## src/rtl/rdcfg_pkg.sv

```systemverilog
// Package for the channel 1/2 configuration register bank of the redriver.
// Assumes a single clock domain; register access comes from the serial control
// port's internal byte bus. Global control bits and strap values arrive as ports.
// What this block does
// - Bits 6..4 of each control register hold the equalizer level, 000 weakest to 111 strongest.
// - Bit 3 of each control register selects transmitter DC gain, 0 for 0 dB and 1 for 6 dB.
// - Bit 2 of each control register selects equalizer flat gain, 0 for -6 dB and 1 for 0 dB.
// - Bits 1..0 of each control register select the receiver gain, 00 low, 01 mid, 11 high.
// - Bit 2 of each enable register turns on 6 dB of driver AC boost.
// - Bit 1 of each enable register disables the equalizer stage when high.
// - Bit 0 of each enable register disables the output driver stage when high.
// - Channel 1 control and enables sit at 0x05 and 0x06, channel 2 at 0x08 and 0x09, same layouts.
// - All four registers clear to zero on reset.
// - Enable register bits 7..3 are read-only zero; writable bits read back what was written.
// - Register settings apply only when the control source bit is 0; otherwise strap settings apply.
// - With the channel 0/1 pair-tracking bit at 0, channel 0 uses channel 1 settings.
// - With the channel 2/3 pair-tracking bit at 0, channel 3 uses channel 2 settings.
// - With the all-channel tracking bit at 0, every channel uses channel 1 settings, overriding pairs.
package rdcfg_pkg;

  localparam logic [7:0] CH1_GAIN_CONTROL_ADDR = 8'h05;
  localparam logic [7:0] CH1_STAGE_ENABLES_ADDR = 8'h06;
  localparam logic [7:0] CH2_GAIN_CONTROL_ADDR = 8'h08;
  localparam logic [7:0] CH2_STAGE_ENABLES_ADDR = 8'h09;

  localparam logic [7:0] CTRL_RESET = 8'h00;
  localparam logic [7:0] ENAB_RESET = 8'h00;
  localparam logic [7:0] ENAB_WR_MASK = 8'h07;

  localparam int RESERVED_BIT_POS = 7;
  localparam int EQ_LEVEL_LSB = 4;
  localparam int TX_GAIN_POS = 3;
  localparam int EQ_FLAT_POS = 2;
  localparam int RX_GAIN_LSB = 0;
  localparam int AC_BOOST_POS = 2;
  localparam int EQ_DIS_POS = 1;
  localparam int OUT_DIS_POS = 0;

  // Settings of one channel as seen by the analog datapath
  typedef struct packed {
    logic [2:0] equalizer_level;
    logic tx_dc_gain;
    logic equalizer_flat_gain;
    logic [1:0] rx_gain;
    logic driver_ac_boost;
    logic equalizer_stage_disable;
    logic output_stage_disable;
  } rdcfg_chan_t;

  // Global steering bits owned by the global control register
  typedef struct packed {
    logic control_source_select;
    logic no_track_01;
    logic no_track_23;
    logic no_track_all;
  } rdcfg_glob_t;

endpackage

```

## src/rtl/rdcfg_regs.sv

```systemverilog
// Channel 1 and 2 configuration registers plus channel setting steering.
// Assumes the serial control slave presents single-cycle byte write and read
// strobes with an address; strap settings arrive already decoded per channel.
`timescale 1ns/1ps
module rdcfg_regs
(
  input wire logic clk_i,
  input wire logic rst_n_i,
  input wire logic wr_en_i,
  input wire logic rd_en_i,
  input wire logic [7:0] addr_i,
  input wire logic [7:0] wdata_i,
  output logic [7:0] rdata_o,
  output logic rhit_o,
  input wire rdcfg_pkg::rdcfg_glob_t glob_i,
  input wire rdcfg_pkg::rdcfg_chan_t [3:0] strap_i,
  input wire rdcfg_pkg::rdcfg_chan_t ch0_own_i,
  input wire rdcfg_pkg::rdcfg_chan_t ch3_own_i,
  output rdcfg_pkg::rdcfg_chan_t [3:0] chan_o
);

  logic [7:0] ch1_ctrl_q;
  logic [7:0] ch1_enab_q;
  logic [7:0] ch2_ctrl_q;
  logic [7:0] ch2_enab_q;
  rdcfg_pkg::rdcfg_chan_t ch1_reg;
  rdcfg_pkg::rdcfg_chan_t ch2_reg;
  rdcfg_pkg::rdcfg_chan_t [3:0] sel_d;
  rdcfg_pkg::rdcfg_chan_t [3:0] chan_q;
  logic [7:0] rdata_d;
  logic rhit_d;

  // Unpack a control and enable byte pair into channel settings
  function automatic rdcfg_pkg::rdcfg_chan_t unpack(input logic [7:0] ctrl, input logic [7:0] enab);
    rdcfg_pkg::rdcfg_chan_t c;
    c.equalizer_level = ctrl[rdcfg_pkg::EQ_LEVEL_LSB +: 3];
    c.tx_dc_gain = ctrl[rdcfg_pkg::TX_GAIN_POS];
    c.equalizer_flat_gain = ctrl[rdcfg_pkg::EQ_FLAT_POS];
    c.rx_gain = ctrl[rdcfg_pkg::RX_GAIN_LSB +: 2];
    c.driver_ac_boost = enab[rdcfg_pkg::AC_BOOST_POS];
    c.equalizer_stage_disable = enab[rdcfg_pkg::EQ_DIS_POS];
    c.output_stage_disable = enab[rdcfg_pkg::OUT_DIS_POS];
    return c;
  endfunction

  // Control registers store all eight bits, bit 7 included
  always_ff @(posedge clk_i)
  begin
    if (!rst_n_i)
    begin
      ch1_ctrl_q <= rdcfg_pkg::CTRL_RESET;
      ch2_ctrl_q <= rdcfg_pkg::CTRL_RESET;
    end
    else if (wr_en_i)
    begin
      if (addr_i == rdcfg_pkg::CH1_GAIN_CONTROL_ADDR)
        ch1_ctrl_q <= wdata_i;
      if (addr_i == rdcfg_pkg::CH2_GAIN_CONTROL_ADDR)
        ch2_ctrl_q <= wdata_i;
    end
  end

  // Enable registers keep only the low three bits; the rest cannot be set
  always_ff @(posedge clk_i)
  begin
    if (!rst_n_i)
    begin
      ch1_enab_q <= rdcfg_pkg::ENAB_RESET;
      ch2_enab_q <= rdcfg_pkg::ENAB_RESET;
    end
    else if (wr_en_i)
    begin
      if (addr_i == rdcfg_pkg::CH1_STAGE_ENABLES_ADDR)
        ch1_enab_q <= wdata_i & rdcfg_pkg::ENAB_WR_MASK;
      if (addr_i == rdcfg_pkg::CH2_STAGE_ENABLES_ADDR)
        ch2_enab_q <= wdata_i & rdcfg_pkg::ENAB_WR_MASK;
    end
  end

  // Read mux; unmapped addresses return zero and no hit
  always_comb
  begin
    rdata_d = 8'h00;
    rhit_d = 1'b1;
    case (addr_i)
      rdcfg_pkg::CH1_GAIN_CONTROL_ADDR: rdata_d = ch1_ctrl_q;
      rdcfg_pkg::CH1_STAGE_ENABLES_ADDR: rdata_d = ch1_enab_q;
      rdcfg_pkg::CH2_GAIN_CONTROL_ADDR: rdata_d = ch2_ctrl_q;
      rdcfg_pkg::CH2_STAGE_ENABLES_ADDR: rdata_d = ch2_enab_q;
      default: rhit_d = 1'b0;
    endcase
  end

  // Read data registered so the slave samples a stable byte
  always_ff @(posedge clk_i)
  begin
    if (!rst_n_i)
    begin
      rdata_o <= 8'h00;
      rhit_o <= 1'b0;
    end
    else if (rd_en_i)
    begin
      rdata_o <= rdata_d;
      rhit_o <= rhit_d;
    end
  end

  assign ch1_reg = unpack(ch1_ctrl_q, ch1_enab_q);
  assign ch2_reg = unpack(ch2_ctrl_q, ch2_enab_q);

  // Steering: strap source wins, then all-track, then pair tracking
  always_comb
  begin
    sel_d = {ch3_own_i, ch2_reg, ch1_reg, ch0_own_i};
    if (glob_i.control_source_select)
      sel_d = strap_i;
    else if (!glob_i.no_track_all)
      sel_d = {ch1_reg, ch1_reg, ch1_reg, ch1_reg};
    else
    begin
      if (!glob_i.no_track_01)
        sel_d[0] = ch1_reg;
      if (!glob_i.no_track_23)
        sel_d[3] = ch2_reg;
    end
  end

  // Outputs registered; a write shows on the pins one cycle after storage
  always_ff @(posedge clk_i)
  begin
    if (!rst_n_i)
      chan_o <= '0;
    else
      chan_o <= sel_d;
  end
  assign chan_q = chan_o;

  // Reset leaves registers, read port and pins at zero
  AST_RESET_ZERO: assert property (@(posedge clk_i)
    !rst_n_i |=> ch1_ctrl_q == rdcfg_pkg::CTRL_RESET && ch2_ctrl_q == rdcfg_pkg::CTRL_RESET &&
    ch1_enab_q == rdcfg_pkg::ENAB_RESET && ch2_enab_q == rdcfg_pkg::ENAB_RESET &&
    chan_q == '0 && rdata_o == 8'h00 && !rhit_o)
    else $error("registers not cleared by reset");
  AST_ENAB_RO: assert property (@(posedge clk_i) disable iff (!rst_n_i)
    ch1_enab_q[7:3] == 5'h00 && ch2_enab_q[7:3] == 5'h00)
    else $error("enable upper bits not zero");

  // Writes land in the addressed register only
  AST_CH1_WRITE: assert property (@(posedge clk_i) disable iff (!rst_n_i)
    wr_en_i && addr_i == rdcfg_pkg::CH1_GAIN_CONTROL_ADDR |=> ch1_ctrl_q == $past(wdata_i))
    else $error("channel 1 control write lost");
  AST_CH2_WRITE: assert property (@(posedge clk_i) disable iff (!rst_n_i)
    wr_en_i && addr_i == rdcfg_pkg::CH2_GAIN_CONTROL_ADDR |=> ch2_ctrl_q == $past(wdata_i))
    else $error("channel 2 control write lost");
  AST_CH1_ENAB_WRITE: assert property (@(posedge clk_i) disable iff (!rst_n_i)
    wr_en_i && addr_i == rdcfg_pkg::CH1_STAGE_ENABLES_ADDR |=>
    ch1_enab_q == ($past(wdata_i) & rdcfg_pkg::ENAB_WR_MASK))
    else $error("channel 1 enable write wrong");
  AST_CH2_ENAB_WRITE: assert property (@(posedge clk_i) disable iff (!rst_n_i)
    wr_en_i && addr_i == rdcfg_pkg::CH2_STAGE_ENABLES_ADDR |=>
    ch2_enab_q == ($past(wdata_i) & rdcfg_pkg::ENAB_WR_MASK))
    else $error("channel 2 enable write wrong");
  AST_CTRL_HOLD: assert property (@(posedge clk_i) disable iff (!rst_n_i)
    !(wr_en_i && (addr_i == rdcfg_pkg::CH1_GAIN_CONTROL_ADDR ||
    addr_i == rdcfg_pkg::CH2_GAIN_CONTROL_ADDR)) |=> $stable(ch1_ctrl_q) && $stable(ch2_ctrl_q))
    else $error("control register changed without a write");
  AST_ENAB_HOLD: assert property (@(posedge clk_i) disable iff (!rst_n_i)
    !(wr_en_i && (addr_i == rdcfg_pkg::CH1_STAGE_ENABLES_ADDR ||
    addr_i == rdcfg_pkg::CH2_STAGE_ENABLES_ADDR)) |=> $stable(ch1_enab_q) && $stable(ch2_enab_q))
    else $error("enable register changed without a write");

  // Read port returns the stored byte or zero with no hit
  AST_READ_CTRL: assert property (@(posedge clk_i) disable iff (!rst_n_i)
    rd_en_i && addr_i == rdcfg_pkg::CH1_GAIN_CONTROL_ADDR |=> rdata_o == $past(ch1_ctrl_q) && rhit_o)
    else $error("channel 1 control read wrong");
  AST_READ_ENAB: assert property (@(posedge clk_i) disable iff (!rst_n_i)
    rd_en_i && addr_i == rdcfg_pkg::CH2_STAGE_ENABLES_ADDR |=> rdata_o == $past(ch2_enab_q) && rhit_o)
    else $error("channel 2 enable read wrong");
  AST_READ_MISS: assert property (@(posedge clk_i) disable iff (!rst_n_i)
    rd_en_i && addr_i != rdcfg_pkg::CH1_GAIN_CONTROL_ADDR && addr_i != rdcfg_pkg::CH1_STAGE_ENABLES_ADDR &&
    addr_i != rdcfg_pkg::CH2_GAIN_CONTROL_ADDR && addr_i != rdcfg_pkg::CH2_STAGE_ENABLES_ADDR |=>
    rdata_o == 8'h00 && !rhit_o)
    else $error("unmapped read not empty");
  AST_READ_HOLD: assert property (@(posedge clk_i) disable iff (!rst_n_i)
    !rd_en_i |=> $stable(rdata_o) && $stable(rhit_o))
    else $error("read data moved without a read");

  // Field placement on the pins under serial-bus control
  AST_EQ_LEVEL: assert property (@(posedge clk_i) disable iff (!rst_n_i)
    !glob_i.control_source_select && glob_i.no_track_all |=> chan_q[1].equalizer_level == $past(ch1_ctrl_q[6:4]))
    else $error("channel 1 equalizer level wrong");
  AST_CTRL_FIELDS: assert property (@(posedge clk_i) disable iff (!rst_n_i)
    !glob_i.control_source_select && glob_i.no_track_all |=>
    {chan_q[2].tx_dc_gain, chan_q[2].equalizer_flat_gain, chan_q[2].rx_gain} == $past(ch2_ctrl_q[3:0]))
    else $error("channel 2 gain fields wrong");
  AST_ENAB_FIELDS: assert property (@(posedge clk_i) disable iff (!rst_n_i)
    !glob_i.control_source_select |=> {chan_q[1].driver_ac_boost, chan_q[1].equalizer_stage_disable,
    chan_q[1].output_stage_disable} == $past(ch1_enab_q[2:0]))
    else $error("channel 1 stage bits wrong");
  AST_CH2_STAGES: assert property (@(posedge clk_i) disable iff (!rst_n_i)
    !glob_i.control_source_select && glob_i.no_track_all |=> {chan_q[2].driver_ac_boost,
    chan_q[2].equalizer_stage_disable, chan_q[2].output_stage_disable} == $past(ch2_enab_q[2:0]))
    else $error("channel 2 stage bits wrong");
  AST_WRITE_TO_PIN: assert property (@(posedge clk_i) disable iff (!rst_n_i)
    wr_en_i && addr_i == rdcfg_pkg::CH1_STAGE_ENABLES_ADDR && !glob_i.control_source_select ##1 !wr_en_i |=>
    chan_q[1].output_stage_disable == $past(wdata_i[0], 2))
    else $error("write not on pins two cycles later");

  // Source selection and tracking priority
  AST_STRAP: assert property (@(posedge clk_i) disable iff (!rst_n_i)
    glob_i.control_source_select |=> chan_q == $past(strap_i))
    else $error("strap source not applied");
  AST_TRACK_ALL: assert property (@(posedge clk_i) disable iff (!rst_n_i)
    !glob_i.control_source_select && !glob_i.no_track_all |=>
    chan_q[0] == chan_q[1] && chan_q[2] == chan_q[1] && chan_q[3] == chan_q[1])
    else $error("all-channel tracking broken");
  AST_TRACK_01: assert property (@(posedge clk_i) disable iff (!rst_n_i)
    !glob_i.control_source_select && glob_i.no_track_all && !glob_i.no_track_01 |=> chan_q[0] == chan_q[1])
    else $error("pair 0/1 tracking broken");
  AST_TRACK_23: assert property (@(posedge clk_i) disable iff (!rst_n_i)
    !glob_i.control_source_select && glob_i.no_track_all && !glob_i.no_track_23 |=> chan_q[3] == chan_q[2])
    else $error("pair 2/3 tracking broken");
  AST_OWN_CH0: assert property (@(posedge clk_i) disable iff (!rst_n_i)
    !glob_i.control_source_select && glob_i.no_track_all && glob_i.no_track_01 |=>
    chan_q[0] == $past(ch0_own_i))
    else $error("channel 0 own settings not applied");
  AST_OWN_CH3: assert property (@(posedge clk_i) disable iff (!rst_n_i)
    !glob_i.control_source_select && glob_i.no_track_all && glob_i.no_track_23 |=>
    chan_q[3] == $past(ch3_own_i))
    else $error("channel 3 own settings not applied");

  // Main scenarios worth seeing at least once
  COV_CH1_WRITE: cover property (@(posedge clk_i) disable iff (!rst_n_i)
    wr_en_i && addr_i == rdcfg_pkg::CH1_GAIN_CONTROL_ADDR);
  COV_CH2_READ: cover property (@(posedge clk_i) disable iff (!rst_n_i)
    rd_en_i && addr_i == rdcfg_pkg::CH2_STAGE_ENABLES_ADDR);
  COV_STRAP: cover property (@(posedge clk_i) disable iff (!rst_n_i) glob_i.control_source_select);
  COV_UNMAPPED: cover property (@(posedge clk_i) disable iff (!rst_n_i) rd_en_i && !rhit_d);
  COV_PAIR_TRACK: cover property (@(posedge clk_i) disable iff (!rst_n_i)
    !glob_i.control_source_select && glob_i.no_track_all && !glob_i.no_track_01 && !glob_i.no_track_23);

endmodule

```

## config.mk

```make
export PLATFORM = sky130hd
export DESIGN_NAME = rdcfg_regs
export DESIGN_NICKNAME = d
export VERILOG_FILES = /design/src/rtl/rdcfg_pkg.sv /design/src/rtl/rdcfg_regs.sv
export SDC_FILE = /design/constraint.sdc
export NUM_CORES = 1
export LEC_CHECK = 0
export ABC_AREA = 1
export ABC_CLOCK_PERIOD_IN_PS = 1200
export BUFFER_PORTS_ARGS = -buffer_cell sky130_fd_sc_hd__buf_2
export CAP_MARGIN = 10
export CORE_UTILIZATION = 30
export DETAILED_ROUTE_END_ITERATION = 8
export PLACE_DENSITY_LB_ADDON = 0.15
export SKIP_CTS_REPAIR_TIMING = 1
export SYNTH_ARGS = -nofsm -noshare
export SYNTH_HDL_FRONTEND = slang
export SYNTH_SLANG_ARGS = --single-unit
```

## constraint.sdc

```tcl
create_clock -name clk_i -period 1.2 [get_ports clk_i]
set_input_delay 0.24 -clock clk_i [delete_from_list [all_inputs] [get_ports clk_i]]
set_output_delay 0.24 -clock clk_i [all_outputs]
set_load 0.1 [all_outputs]
```

==> impl_metrics.py, run 1 <==
metrics = {
    "cts": {
        "ctsHtreeMaxLevel": 3,
        "cts_buffers": 9,
        "clk_pin_slew_ps": 70,
        "cts.sinks": 71,
        "clockRootBuffer": "clkbuf_8",
        "cts_buffer_depth": 2,
        "clk_latency_ps": 340,
        "tritoncts": "done",
    },
    "die": {
        "ios": 133,
        "dieArea_um2": 10700,
        "start_util_pct": 31.4,
        "core_um2": 9860,
        "fp.dieW_um": 104,
        "die_h_um": 104,
        "row_count": 36,
    },
    "placed_design": {
        "io_buffers": 132,
        "placed_area_um2": 4770,
        "dp_cells": 678,
        "place.gp.congestion": 0.806,
        "dp_hpwl_mm": 7.69,
    },
    "worst_setup_path": {
        "crit_arrival_ps": 900,
        "critPathCapture": "chan_o[10]",
        "cp_data_required_time_ps": 960,
        "crit_path_start_kind": "flip-flop",
        "r2r_end": "rdata_o[2]",
        "r2r_start": "ch2_ctrl_q[2]",
        "critical_path.top_delay_family": "flip-flops",
        "worstRegToRegCells": 4,
        "path_max_fanout": 1,
        "crit_type": "flip-flop to output port",
        "path_depth": 1,
        "crit_path_cell_trace": "buf_12",
        "worstSetupStartpoint": "chan_o[10]",
        "timing.reg2reg.setup_slack_ps": 280,
        "slowest_stage": "dfxtp_1",
        "path_buf_inv": 1,
        "max_stage_delay_ps": 370,
        "endpoint_kind": "output port",
    },
    "routing": {
        "dr.first_iter.drc_count": 159,
        "drt.antenna.violating_nets": 0,
        "wl_per_cell_um": 13.9,
        "num_vias": 3207,
        "totalWireLength_mm": 9.60,
        "drc": 0,
        "vias_per_cell": 4.63,
        "drt_first_pass_iters": 4,
    },
    "logic_synthesis": {
        "synth-seq-cells": 71,
        "synth_top_area_share_pct": 45.9,
        "synth_top_family_by_area": "compound AO/OA/AOI/OAI gates",
        "synth_top_area_cell": "dfxtp_1",
        "yosysWarnings": 0,
        "synthMuxAreaShare_pct": 0,
        "synth-xor-area-share_pct": 0,
        "synth.cell_area_um2": 3090,
        "seq_area_frac_synth_pct": 45.9,
        "avgSynthCellArea_um2": 7.55,
        "synthAdderAreaFrac_pct": 0,
        "ys_types": 27,
        "ys_top_cells_by_area": "dfxtp_1 (46%), a21oi_1 (10%), o21ai_0 (9.9%), nand2_1 (8.4%), inv_1 (5.0%)",
        "synth_nets": 494,
        "syn_inst": 410,
        "synth-compound-area-share_pct": 28.0,
        "yosys.area_share.simple_pct": 16.4,
    },
    "cells_and_area": {
        "final-seq-area_um2": 1430,
        "final_common_cell": "buf_2",
        "antenna_cells": 0,
        "nets": 640,
        "drive_gt1_share_pct": 37.3,
        "fin_cells": 693,
        "design_area_um2": 4950,
        "multi_input_area_um2": 1370,
        "most-common-layout-cells": "buf_2 (83), nand2_1 (69), a21oi_1 (62), dfxtp_1 (62), o21ai_0 (61)",
        "area_growth_pct": 60.0,
        "fill_cells": 931,
    },
    "sta": {
        "fin_skew_ps": 6.53,
        "slew_violations": 0,
        "max_freq_mhz": 878,
        "rsz0062_at_grt": "no",
        "period_needed_ps": 1140,
        "fin_crit_sh_pct": 94.9,
        "hold_viol": 0,
        "setup-violations-final": 0,
        "slew_headroom_pct": 74.8,
        "worstMarginPinSlew_ps": 378,
        "hold_ws_ps": 113,
    },
    "global_route": {
        "antenna_found_initial": 0,
        "grt_max_degree": 32,
        "grt_usage_pct": 18.5,
        "grt_pass1_wl_mm": 15.6,
        "grt_pass1_vias": 3073,
        "grt_overflow": 0,
    },
    "run_status": {
        "status": "finished, final reports clean",
    },
    "power": {
        "pwr_density_cell_nw_per_um2": 1170,
        "p_leak_nw": 2.24,
        "vdd_drop_max_uv": 685,
    },
    "worst_hold_path": {
        "min_path_type": "input pin to flip-flop",
        "hold_start": "strap_i[27]",
    },
    "flow_run": {
        "cap_violations": 0,
    },
}
## registers in the layout, indices dropped and copies added, names as in the netlist
| signal | flops |
|---|---|
| rdata_o | 8 |
| ch1_enab_q | 3 |
| ch1_ctrl_q | 8 |
| ch2_enab_q | 3 |
| chan_o | 40 |
| rhit_o | 1 |
| ch2_ctrl_q | 8 |
## metal layers
layer	wire length, um	GRT usage [%]	up-vias
met5	0	0	-
met4	251	6.94	0
met3	697	5.79	17
met2	4330	29.0	119
met1	4320	23.8	1419
li1	-	-	1652
## synthesized netlist by cell type
cell type  count
nor2_1        13
and2_1         1
nand2_2        5
a21oi_2        4
inv_1         41
o211ai_1      17
o22ai_1        3
o21ai_1        5
nor2_8         1
buf_6          3
clkinv_1       1
dfxtp_1       71
buf_1          2
o21ai_0       61
nand2_4        3
clkbuf_1      17
nand2_1       69
inv_2          3
clkinv_2       1
nor2_4         2
nor2_2         1
buf_2          3
and2_4         1
inv_4          1
a21oi_1       62
nand3_1       14
o21ai_2        5
## cell type report
class / instances / area share (%)
Clock buffer: 11 / 2.65
Timing Repair Buffer: 160 / 32.7
Clock inverter: 4 / 0.961
Sequential cell: 71 / 28.9
Tap cell: 133 / 3.36
Multi-Input combinational cell: 267 / 27.7
Inverter: 47 / 3.64
## logic make-up (layout without fill, tap and decap cells)
| kind of cell | Yosys count | count (layout) |
|---|---|---|
| buffers and inverters | 72 | 222 |
| and+or+nand+nor | 110 | 110 |
| DFF | 71 | 71 |
| AOI/OAI and AO/OA | 157 | 157 |
## where the power goes
| group | internal [W] | switching, W |
|---|---|---|
| registers | 0.00244 | 0.0000660 |
| logic | 0.000531 | 0.000924 |
| clock network | 0.000944 | 0.000882 |
| total | 0.00391 | 0.00187 |
## how the worst min path moves through the flow
stage	endpoint	depth (start not counted)
after floorplan	rdata_o[5]	2
after global routing	chan_o[26]	3
after global placement	ch2_ctrl_q[7]	2
after CTS	chan_o[28]	3
final	chan_o[27]	3
after detailed placement	ch2_ctrl_q[7]	2
## metrics by stage
stage	power, W	setup WS (ps)	utilization, %	TNS, ps
2_1_floorplan	0.00338	51.0	-	0
3_3_place_gp	0.00401	-112	48.4	-1580
3_5_place_dp	0.00402	-139	48.4	-2450
4_1_cts	0.00583	42.8	50.2	0
5_1_grt	0.00602	13.8	50.2	0
6_report	0.00579	61.2	50.2	0
No activity file was read; power rests on OpenSTA's default activity.
==> run 2, diff against run 1 <==
Settings changed: PLACE_DENSITY_LB_ADDON 0.15 to unset.
==> run 2 against run 1 <==
Effect of this change: worst setup slack worse by 2.1 ps; critical path depth stayed put; clock power is 27% higher; utilization is 0.32 points higher; worst hold slack worse by 4.2 ps; fmax is 0.19% lower; sequential cell count stayed put; critical path type unchanged; largest cell class unchanged.
==> impl_metrics.py, run 2 (synthesized netlist as in run 1, its figures left out) <==
metrics = {
    "cts": {
        "cts_buffers": 9,
        "ctsHtreeMaxLevel": 3,
        "cts_buffer_depth": 2,
        "clk_pin_slew_ps": 80,
        "tritoncts": "done",
        "clk_latency_ps": 340,
        "cts.sinks": 71,
        "clockRootBuffer": "clkbuf_8",
    },
    "worst_setup_path": {
        "cp_data_required_time_ps": 960,
        "timing.reg2reg.setup_slack_ps": 190,
        "path_buf_inv": 1,
        "slowest_stage": "dfxtp_1",
        "endpoint_kind": "output port",
        "crit_arrival_ps": 900,
        "crit_path_start_kind": "flip-flop",
        "path_max_fanout": 1,
        "max_stage_delay_ps": 370,
        "crit_path_cell_trace": "buf_12",
        "crit_type": "flip-flop to output port",
        "critical_path.top_delay_family": "flip-flops",
    },
    "placed_design": {
        "place.gp.congestion": 0.754,
        "placed_area_um2": 4740,
        "dp_slack_ps": -151,
        "dp_hpwl_mm": 7.34,
        "io_buffers": 132,
    },
    "power": {
        "p_leak_nw": 2.25,
        "pwr_density_cell_nw_per_um2": 1260,
        "vdd_drop_max_uv": 560,
    },
    "sta": {
        "max_freq_mhz": 876,
        "rsz0062_at_grt": "no",
        "setup-violations-final": 0,
        "slew_violations": 0,
        "fin_crit_sh_pct": 95.1,
        "hold_viol": 0,
        "fin_skew_ps": 8.44,
        "finalWorstSetupSlack_ps": 59.1,
        "slew_headroom_pct": 75.4,
        "hold_ws_ps": 108,
        "worstMarginPinSlew_ps": 369,
        "period_needed_ps": 1140,
    },
    "die": {
        "ios": 133,
        "dieArea_um2": 10700,
        "die_h_um": 104,
        "start_util_pct": 31.4,
        "core_um2": 9860,
        "row_count": 36,
        "fp.dieW_um": 104,
    },
    "run_status": {
        "status": "finished, final reports clean",
    },
    "cells_and_area": {
        "design_area_um2": 4980,
        "most-common-layout-cells": "buf_2 (83), nand2_1 (69), a21oi_1 (62), dfxtp_1 (62), o21ai_0 (61)",
        "largest_reg_flops": 40,
        "final_common_cell": "buf_2",
        "antenna_cells": 0,
        "drive_gt1_share_pct": 36.9,
        "largest_register": "chan_o",
        "fin_util_pct": 50.5,
        "fill_cells": 947,
        "nets": 632,
        "area_growth_pct": 61.0,
    },
    "worst_hold_path": {
        "min_path_type": "input pin to flip-flop",
    },
    "routing": {
        "wl_per_cell_um": 13.7,
        "drc": 0,
        "num_vias": 3180,
        "drt.antenna.violating_nets": 0,
        "drt_first_pass_iters": 4,
        "totalWireLength_mm": 9.39,
        "vias_per_cell": 4.64,
        "dr.first_iter.drc_count": 146,
    },
    "global_route": {
        "grt_usage_pct": 18.1,
        "antenna_found_initial": 0,
        "grt_pass1_wl_mm": 15.4,
        "grt_max_degree": 37,
        "grt_overflow": 0,
        "grt_pass1_vias": 3162,
    },
    "flow_run": {
        "cap_violations": 0,
    },
}
## run 2: cell count changes in the layout (fill, tap and decap cells not counted)
cell / delta
buf_12: +2
buf_4: -10
bufinv_16: +2
clkbuf_1: -2
clkbuf_8: +1
## run 2: report_power, final
group	total [W]	leakage [nW]	switching, W	internal (W)
Clock	0.00232	0.122	0.000891	0.00143
Sequential	0.00251	0.586	0.0000667	0.00244
Combinational	0.00144	1.54	0.000915	0.000524
## run 2: final timing paths
| check | start | to | depth (start not counted) |
|---|---|---|---|
| worst max-delay path | chan_o[30] | chan_o[30] | 1 |
| worst min-delay path | strap_i[21] | chan_o[21] | 3 |
| worst max register to register | ch2_enab_q[0] | rdata_o[0] | 4 |
| worst min register to register | ch2_ctrl_q[7] | ch2_ctrl_q[7] | 2 |
## run 2: metrics by stage
stage / TNS (ps) / power (W) / std cells
2_1_floorplan: 0 / 0.00338 / 410
3_3_place_gp: -1670 / 0.00399 / 670
3_5_place_dp: -2660 / 0.00401 / 670
4_1_cts: 0 / 0.00635 / 686
5_1_grt: 0 / 0.00653 / 686
6_report: 0 / 0.00627 / 686
## run 2: metal layers
| metal | share of wire, % | wire length (um) | up-vias | track usage (%) |
|---|---|---|---|---|
| met3 | 7.2 | 672 | 9 | 5.48 |
| met5 | 0 | 0 | - | 0 |
| met4 | 1.0 | 97 | 0 | 5.38 |
| met2 | 50 | 4720 | 103 | 31.6 |
| li1 | - | - | 1636 | - |
| met1 | 41 | 3900 | 1432 | 21.3 |
## run 2: cell type report
cell class | instances | area, um2 | area share [%]
clock buffers | 10 | 138 | 2.76
clock inverters | 6 | 108 | 2.16
inverters | 47 | 180 | 3.62
multi-input cells | 267 | 1370 | 27.6
flip-flops and latches | 71 | 1430 | 28.8
well taps | 133 | 166 | 3.34
repair buffers | 152 | 1580 | 31.8
